### src/logic/pll_ctrl_map.vh
// Field layout, reset values and timing constants of the PLL control block
// Assumes inclusion by bare name from the logic folder
`ifndef PLL_CTRL_MAP_VH
`define PLL_CTRL_MAP_VH

// Serial word layout
`define WORD_W         19
`define SEL_BIT        0
`define SEL_N          1'b0
`define SEL_R          1'b1
`define N_LSB          1
`define N_W            18
`define N_NARROW_W     16
`define SWALLOW_W      5
`define MAIN_W         13
`define PRESCALE_LAST  6'h1F
`define PRESCALE_XLAST 6'h20
`define RD_LSB         4
`define RD_W           15
`define RD_NARROW_W    13
`define LOCK_EN_BIT    3
`define REF_BYPASS_BIT 2
`define TEST_BIT       1
`define REF_PRE_LAST   3'h7

// Reset values, phase error counter width and limit
`define WORD_RST       19'h00000
`define N_RST          18'h00000
`define RD_RST         15'h0000
`define ERR_W          16
`define ERR_MAX        16'hFFFF

// Lock window
`define CLK_PERIOD_NS  50
`define LOCK_TOL_NS    100
`define LOCK_TOL_CYC   (`LOCK_TOL_NS / `CLK_PERIOD_NS)

`endif

### src/logic/pll_divider_programming.v
// Digital control of a PLL synthesizer: serial load, dividers, phase and lock detect
// Assumes all inputs are asynchronous pins sampled by the 20 MHz sys_clk_in
`timescale 1ns/10ps
`include "pll_ctrl_map.vh"

// Notes on behaviour
// RULE1 - N word: bits 18..1 value, bit 0 selector
// RULE2 - Selector 0 loads the feedback divider latch
// RULE3 - Selector 1 loads the reference divider latch
// RULE4 - Width select high uses low 16 bits
// RULE5 - Swallow, dual-modulus prescaler and main counter
// RULE6 - Division equals 32 times main plus swallow
// RULE7 - Width select low extends range to 262143
// RULE8 - Lock enable zero holds lock output low
// RULE9 - Bypass zero: divide by 8, 13-bit counter
// RULE10 - Bypass one: 15-bit counter used directly
// RULE11 - Test pin and bit choose test outputs
// RULE12 - Phase detector pulses for the phase difference
// RULE13 - Lock output low during phase error
// RULE14 - Fast lock fires once after start-up
// RULE15 - Fast-lock control raises charge pump current
// RULE16 - Battery save stops dividers, keeps latches
// RULE17 - Serial shift, load on enable rise
// RULE18 - Unprogrammed and lock disabled until both loaded
module pll_divider_programming #(
  parameter WORD_W       = `WORD_W,
  parameter LOCK_TOL_CYC = `LOCK_TOL_CYC
) (
  // Clock and reset
  input  wire sys_clk_in,
  input  wire nrst_in,
  // Serial load from the host
  input  wire ser_data_in,
  input  wire ser_clk_in,
  input  wire ser_en_in,
  // Control pins
  input  wire divider_width_select_in,
  input  wire test_pin_in,
  input  wire fast_lock_control_in,
  input  wire battery_save_n_in,
  // Divider inputs
  input  wire fin_in,
  input  wire ref_in,
  // Outputs
  output reg  lock_detect_out,
  output reg  fast_lock_out,
  output reg  charge_pump_up_out,
  output reg  charge_pump_dn_out,
  output reg  charge_pump_boost_out
);

  localparam NSYNC  = 9;
  localparam I_DATA = 0;
  localparam I_SCLK = 1;
  localparam I_EN   = 2;
  localparam I_WSEL = 3;
  localparam I_TEST = 4;
  localparam I_FLC  = 5;
  localparam I_BSN  = 6;
  localparam I_FIN  = 7;
  localparam I_REF  = 8;

  wire [NSYNC-1:0] raw_in;
  reg  [NSYNC-1:0] meta_r;
  reg  [NSYNC-1:0] sync_r;
  reg  [NSYNC-1:0] prev_r;

  assign raw_in = {ref_in, fin_in, battery_save_n_in, fast_lock_control_in,
                   test_pin_in, divider_width_select_in, ser_en_in,
                   ser_clk_in, ser_data_in};

  // Two-stage synchronisers plus an edge history stage
  genvar gi;
  generate
    for (gi = 0; gi < NSYNC; gi = gi + 1)
    begin : g_sync
      always @(posedge sys_clk_in)
      begin
        if (!nrst_in)
        begin
          meta_r[gi] <= 1'b0;
          sync_r[gi] <= 1'b0;
          prev_r[gi] <= 1'b0;
        end
        else
        begin
          meta_r[gi] <= raw_in[gi];
          sync_r[gi] <= meta_r[gi];
          prev_r[gi] <= sync_r[gi];
        end
      end
    end
  endgenerate

  wire sclk_rise = sync_r[I_SCLK] & ~prev_r[I_SCLK];
  wire en_rise   = sync_r[I_EN] & ~prev_r[I_EN];
  wire fin_rise  = sync_r[I_FIN] & ~prev_r[I_FIN];
  wire ref_rise  = sync_r[I_REF] & ~prev_r[I_REF];
  wire wsel      = sync_r[I_WSEL];
  wire tpin      = sync_r[I_TEST];
  wire powered   = sync_r[I_BSN];

  // Serial shift register and latches
  reg [WORD_W-1:0]      shift_r;
  reg [`N_W-1:0]        n_word_r;
  reg                   n_ok_r;
  reg [`RD_W-1:0]       rd_r;
  reg                   lock_en_r;
  reg                   bypass_r;
  reg                   test_bit_r;
  reg                   r_ok_r;

  // Latches are not touched by battery save
  always @(posedge sys_clk_in)
  begin
    if (!nrst_in)
    begin
      shift_r    <= `WORD_RST;
      n_word_r   <= `N_RST;
      n_ok_r     <= 1'b0; // RULE18
      rd_r       <= `RD_RST;
      lock_en_r  <= 1'b0; // RULE18
      bypass_r   <= 1'b0;
      test_bit_r <= 1'b0;
      r_ok_r     <= 1'b0; // RULE18
    end
    else
    begin
      if (sclk_rise)
        shift_r <= {shift_r[WORD_W-2:0], sync_r[I_DATA]}; // RULE17
      if (en_rise)
      begin
        if (shift_r[`SEL_BIT] == `SEL_N) // RULE1
        begin
          n_word_r <= shift_r[`N_LSB +: `N_W]; // RULE2
          n_ok_r   <= 1'b1;
        end
        else
        begin
          rd_r       <= shift_r[`RD_LSB +: `RD_W]; // RULE3
          lock_en_r  <= shift_r[`LOCK_EN_BIT];
          bypass_r   <= shift_r[`REF_BYPASS_BIT];
          test_bit_r <= shift_r[`TEST_BIT];
          r_ok_r     <= 1'b1;
        end
      end
    end
  end

  // Effective N value by width select
  wire [`N_W-1:0] n_val = wsel ?
    {{(`N_W-`N_NARROW_W){1'b0}}, n_word_r[`N_NARROW_W-1:0]} : // RULE4
    n_word_r; // RULE7
  wire [`SWALLOW_W-1:0] swallow_val = n_val[`SWALLOW_W-1:0];
  wire [`MAIN_W-1:0]    main_val    = n_val[`N_W-1:`SWALLOW_W]; // RULE5

  wire run = n_ok_r & r_ok_r & powered; // RULE16

  // Feedback divider: prescaler, swallow and main counters
  reg [5:0]            pre_cnt_r;
  reg [`SWALLOW_W-1:0] sw_cnt_r;
  reg [`MAIN_W-1:0]    main_cnt_r;
  reg                  fn_p_r;
  reg                  fn_tgl_r;
  wire [5:0]           pre_last = (sw_cnt_r != {`SWALLOW_W{1'b0}}) ?
                                  `PRESCALE_XLAST : `PRESCALE_LAST; // RULE6

  always @(posedge sys_clk_in)
  begin
    if (!nrst_in)
    begin
      pre_cnt_r  <= 6'h00;
      sw_cnt_r   <= {`SWALLOW_W{1'b0}};
      main_cnt_r <= {`MAIN_W{1'b0}};
      fn_p_r     <= 1'b0;
      fn_tgl_r   <= 1'b0;
    end
    else if (!run)
    begin
      pre_cnt_r  <= 6'h00;
      sw_cnt_r   <= swallow_val;
      main_cnt_r <= main_val;
      fn_p_r     <= 1'b0;
    end
    else
    begin
      fn_p_r <= 1'b0;
      if (fin_rise)
      begin
        if (pre_cnt_r == pre_last) // RULE5
        begin
          pre_cnt_r <= 6'h00;
          if (main_cnt_r <= {{(`MAIN_W-1){1'b0}}, 1'b1})
          begin
            main_cnt_r <= main_val; // RULE6
            sw_cnt_r   <= swallow_val;
            fn_p_r     <= 1'b1;
            fn_tgl_r   <= ~fn_tgl_r;
          end
          else
          begin
            main_cnt_r <= main_cnt_r - {{(`MAIN_W-1){1'b0}}, 1'b1};
            if (sw_cnt_r != {`SWALLOW_W{1'b0}})
              sw_cnt_r <= sw_cnt_r - {{(`SWALLOW_W-1){1'b0}}, 1'b1};
          end
        end
        else
          pre_cnt_r <= pre_cnt_r + 6'h01;
      end
    end
  end

  // Reference divider: optional divide by 8 then programmable counter
  reg  [2:0]       ref_pre_r;
  reg  [`RD_W-1:0] r_cnt_r;
  reg              fr_p_r;
  reg              fr_tgl_r;
  wire [`RD_W-1:0] rd_term = bypass_r ? rd_r : // RULE10
    {{(`RD_W-`RD_NARROW_W){1'b0}}, rd_r[`RD_NARROW_W-1:0]}; // RULE9
  wire ref_tick = ref_rise & (bypass_r | (ref_pre_r == `REF_PRE_LAST)); // RULE9

  always @(posedge sys_clk_in)
  begin
    if (!nrst_in)
    begin
      ref_pre_r <= 3'h0;
      r_cnt_r   <= `RD_RST;
      fr_p_r    <= 1'b0;
      fr_tgl_r  <= 1'b0;
    end
    else if (!run)
    begin
      ref_pre_r <= 3'h0;
      r_cnt_r   <= `RD_RST;
      fr_p_r    <= 1'b0;
    end
    else
    begin
      fr_p_r <= 1'b0;
      if (ref_rise)
        ref_pre_r <= ref_pre_r + 3'h1;
      if (ref_tick)
      begin
        if (r_cnt_r >= rd_term - {{(`RD_W-1){1'b0}}, 1'b1})
        begin
          r_cnt_r  <= `RD_RST;
          fr_p_r   <= 1'b1;
          fr_tgl_r <= ~fr_tgl_r;
        end
        else
          r_cnt_r <= r_cnt_r + {{(`RD_W-1){1'b0}}, 1'b1};
      end
    end
  end

  // Phase frequency detector
  reg              up_r;
  reg              dn_r;
  reg [`ERR_W-1:0] err_w_r;
  reg              fl_on_r;
  reg              fl_done_r;
  wire up_set  = up_r | fr_p_r;
  wire dn_set  = dn_r | fn_p_r;
  wire pd_both = up_set & dn_set;
  wire pd_act  = up_r | dn_r;
  wire pd_nxt  = (up_set | dn_set) & ~pd_both;
  wire cmp_done = (pd_act & ~pd_nxt) | (fn_p_r & fr_p_r & ~pd_act);
  wire locked_evt = cmp_done & (err_w_r <= LOCK_TOL_CYC[`ERR_W-1:0]);

  always @(posedge sys_clk_in)
  begin
    if (!nrst_in)
    begin
      up_r    <= 1'b0;
      dn_r    <= 1'b0;
      err_w_r <= {`ERR_W{1'b0}};
    end
    else if (!run)
    begin
      up_r    <= 1'b0;
      dn_r    <= 1'b0;
      err_w_r <= {`ERR_W{1'b0}};
    end
    else
    begin
      up_r <= up_set & ~pd_both; // RULE12
      dn_r <= dn_set & ~pd_both; // RULE12
      if (!pd_act)
        err_w_r <= {`ERR_W{1'b0}};
      else if (err_w_r != `ERR_MAX)
        err_w_r <= err_w_r + {{(`ERR_W-1){1'b0}}, 1'b1};
    end
  end

  // One-shot fast lock after start-up
  always @(posedge sys_clk_in)
  begin
    if (!nrst_in)
    begin
      fl_on_r   <= 1'b0;
      fl_done_r <= 1'b0;
    end
    else if (!fl_done_r)
    begin
      if (run && locked_evt)
      begin
        fl_on_r   <= 1'b0;
        fl_done_r <= 1'b1; // RULE14
      end
      else
        fl_on_r <= run;
    end
    else
      fl_on_r <= 1'b0; // RULE14
  end

  // Output selection with test modes
  reg ld_nxt;
  reg fl_nxt;

  always @*
  begin
    ld_nxt = lock_en_r & run & ~pd_act; // RULE13
    fl_nxt = fl_on_r;
    if (tpin)
    begin
      if (!test_bit_r)
      begin
        ld_nxt = fn_tgl_r; // RULE11
        fl_nxt = 1'b1;
      end
      else
        ld_nxt = fr_tgl_r; // RULE11
    end
    if (!lock_en_r)
      ld_nxt = 1'b0; // RULE8
  end

  always @(posedge sys_clk_in)
  begin
    if (!nrst_in)
    begin
      lock_detect_out       <= 1'b0;
      fast_lock_out         <= 1'b0;
      charge_pump_up_out    <= 1'b0;
      charge_pump_dn_out    <= 1'b0;
      charge_pump_boost_out <= 1'b0;
    end
    else
    begin
      lock_detect_out       <= ld_nxt;
      fast_lock_out         <= fl_nxt;
      charge_pump_up_out    <= up_r;
      charge_pump_dn_out    <= dn_r;
      charge_pump_boost_out <= sync_r[I_FLC]; // RULE15
    end
  end

endmodule

### config.mk
export PLATFORM = sky130hd
export DESIGN_NAME = pll_divider_programming
export DESIGN_NICKNAME = d
export VERILOG_FILES = /design/src/logic/pll_divider_programming.v
export VERILOG_INCLUDE_DIRS = /design/src /design/src/logic
export SDC_FILE = /design/constraint.sdc
export NUM_CORES = 1
export LEC_CHECK = 0
export BUFFER_PORTS_ARGS = -buffer_cell sky130_fd_sc_hd__buf_2
export CAP_MARGIN = 10
export CORE_ASPECT_RATIO = 0.8
export CORE_MARGIN = 2
export CORE_UTILIZATION = 40
export DETAILED_ROUTE_END_ITERATION = 6
export SLEW_MARGIN = 40
export SYNTH_ARGS = -nofsm -noshare
export SYNTH_HDL_FRONTEND = slang
export SYNTH_SLANG_ARGS = --single-unit
### constraint.sdc
create_clock -name sys_clk_in -period 4.6 [get_ports sys_clk_in]
set_input_delay 0.69 -clock sys_clk_in [delete_from_list [all_inputs] [get_ports sys_clk_in]]
set_output_delay 0.69 -clock sys_clk_in [all_outputs]
set_load 0.03 [all_outputs]
==> impl_metrics.yaml <==
logic_synthesis:
  yosys_warnings: 0
  synth_cell_types: 58
  synth_area_per_cell_um2: 8.34
  syn_nets: 838
  syn-cell-area_mm2: 0.00666
  synth_flop_cell: "dfxtp_1"
  netlist_instances: 799
  seq_area_frac_synth_pct: 45.1
  synthArstFlopShare_pct: 0
  synth_seq_cells: 150
  synth_edf_count: 0
critical_path:
  crit_path_start_kind: "flop"
  critPathMostFrequentCell: "nor2_1"
  crit_fanout: 15
  critPathKind: "reg -> reg"
  cp-end-kind: "flop"
  crit_chain: "or3_1, or3b_4, nor3_1, nand2b_1, nor4_1, xnor2_1, ha_1, nand4_1, nor2_1, o31a_1, o31ai_1, nand2_1, nor2_1"
  crit_path_max_incr_delay_ns: 0.48
  rrSetupSlack_ns: 0.92
  cp.arrival_ns: 4.04
  cp_data_required_time_ns: 4.96
  crit_slowest_cell: "o31ai_1"
run:
  cap_viol_max_count: 0
clocking:
  cts_made_buffers: 17
  cts_setup_buffers: 0
  hold_buffers: 0
  cts_sinks: 150
  cts.htree.levels: 4
  clk_path_buf_depth: 2
  clockRootBuffer: "clkbuf_16"
  clk_pin_slew_ns: 0.07
  insertion_delay_ns: 0.43
  cts_tree: "built"
  postCtsResizedCells: 0
routing:
  first_pass_iters: 4
  via_per_inst: 5.02
  drc: 0
  drt_iter0_markers: 357
  drt_wl_total_mm: 13.9
  drtAntennaViolNets: 0
  wl_per_cell_um: 13.4
  dr_total_vias: 5208
finish:
  n_antenna_cell: 0
  final_common_cell: "nand2_1"
  drive_gt1_share_pct: 8.81
  fin_nets: 843
  syn2layout_area_growth_pct: 12.2
  mostFrequentLayoutCells: "nand2_1, dfxtp_1, a21oi_1"
placement:
  port_buffers: 15
  gp_congestion: 0.806
  dp_hpwl_mm: 9.56
  dpl_worst_slack_ns: 0.926
timing:
  fin_tns_setup_ns: 0
  setup_viol: 0
  period_minus_slack_ns: 3.68
  hold_viol: 0
  max_freq_ghz: 0.272
  maxSlewHeadroom_pct: 51.3
  maxSlewViolCount: 0
  tightest_slew_ns: 0.730
  setup_ws_ns: 0.924
  rsz0062_at_grt: "false"
  fin_skew_ns: 0.00914
  final_min_period_over_clock_period_pct: 79.9
die:
  die_y_um: 119
  ioPinCount: 16
  rows: 42
  die_area_mm2: 0.0177
  die_x_um: 148
  coreArea_mm2: 0.0164
  initial_core_util_pct: 40.5
global_routing:
  grt_pass1_vias: 4838
  antenna_found_initial: 0
  grt_max_degree: 65
  gr-total-overflow: 0
  grt_first_pass_wirelength_mm: 24.0
  gr-usage-all-layers_pct: 16.9
pwr:
  ir_drop_mv: 0.198
  p_sw_share_pct: 23.1
  switching_power_uw: 625
  pwr-share-seq_pct: 48.5
  internal_power_uw: 2080
  powerDensity_mw_per_mm2: 362
  clock_power_share_pct: 49.9
  comb_power_share_pct: 1.6
  power_uw: 2700
  p_leak_uw: 0.00272
outcome:
  status: "finished, final reports clean"
min_path:
  timing.hold.worst.class: "reg -> reg"
## worst max-delay path: cells and delay by family (launching register included)
kind            cells  cell delay, ns
fa+ha+maj           1            0.27
simple gates        9            2.25
flops               1            0.35
compound gates      2            0.58
xor+xnor            1            0.17
## area by class of cell
cell class                 instances  area [um^2]
timing repair buffer              18         97.6
clock inverter                    15          148
sequential                       150         3000
clock buffer                      17          425
multi-input combinational        600         3470
inverter                          17         63.8
tap                              220          275
fill                            1649         8970
## kinds of logic after synthesis
family	after synthesis	synth area share, %
AO/OA/AOI/OAI	152	13.1
adder cells (fa/ha/maj)	28	5.26
multiplexers	6	0.920
buffers and inverters	49	3.23
XOR/XNOR	44	5.78
AND/OR/NAND/NOR	370	26.6
flip-flops	150	45.1
## through the flow
step | instance area [um^2] | instances | utilization, % | hold slack (ns)
after CTS | 7470 | 1037 | 45.4 | 0.435
after global placement | 6890 | 1005 | 41.9 | 0.413
after floorplan | 6660 | 799 | - | 0.410
after detailed placement | 6900 | 1005 | 42.0 | 0.419
final | 7480 | 1037 | 45.5 | 0.430
after global routing | 7480 | 1037 | 45.5 | 0.449
## cells in the mapped netlist, types with 2 or more instances
master     count  area, um^2
nor2b_1        3        18.8
dfxtp_1      150        3000
nand2b_1      10        62.6
ha_1          28         350
a21oi_1       85         425
o31a_1         2        17.5
clkbuf_1      26        97.6
and4_1         4        35.0
nand3b_1       3        22.5
nor4_4         2        42.5
o211ai_1       9        67.6
and3_1         5        31.3
or2_2          3        18.8
xor2_1        26         228
xnor2_1       18         158
o21a_1         2        15.0
a31oi_1        7        43.8
a41o_1         2        20.0
inv_1         17        63.8
buf_6          4        45.0
nor3b_1        2        15.0
nand3_1       21         105
a211oi_1       3        22.5
o21ai_1        2        10.0
o21ai_0       26         130
a221oi_1       2        17.5
nand2_1      153         574
and2_2         2        15.0
nor2_1        76         285
o2bb2ai_1      2        17.5
nor3_1        20         100
mux2i_1        5        50.1
nor4_1        12        75.1
nand4_1        9        56.3
or3_1          3        18.8
o31ai_1        3        22.5
and2_1        31         194
## final timing paths
check	startpoint	endpoint	cells past startpoint
setup / recovery	rd_r[2]	r_cnt_r[12]	13
hold / removal	meta_r[4]	tpin	1
setup reg to reg	rd_r[2]	r_cnt_r[12]	13
hold reg to reg	meta_r[4]	tpin	1
## registers in the layout, indices dropped and copies added (netlist names), 3 cells and up
register	cells
err_w_r	16
main_cnt_r	13
meta_r	9
n_word_r	18
pre_cnt_r	6
prev_r	4
r_cnt_r	15
rd_r	15
ref_pre_r	3
shift_r	19
sw_cnt_r	5
sync_r	6
## power by group through the flow
stage          Clock, uW  Sequential (uW)  Combinational (uW)
2_1_floorplan          0             1340                30.8
3_3_place_gp           0             1340                42.4
3_5_place_dp           0             1340                42.9
4_1_cts             1380             1310                43.2
5_1_grt             1450             1310                47.7
6_report            1350             1310                42.3
## metal layers
metal	GRT usage [%]	routed length [um]	vias up
met5	0	0	-
met4	5.89	176	0
met3	4.25	582	13
met2	22.8	5460	69
met1	25.7	7710	2384
li1	-	-	2742
Note: power is estimated with default switching activity, not from simulation.
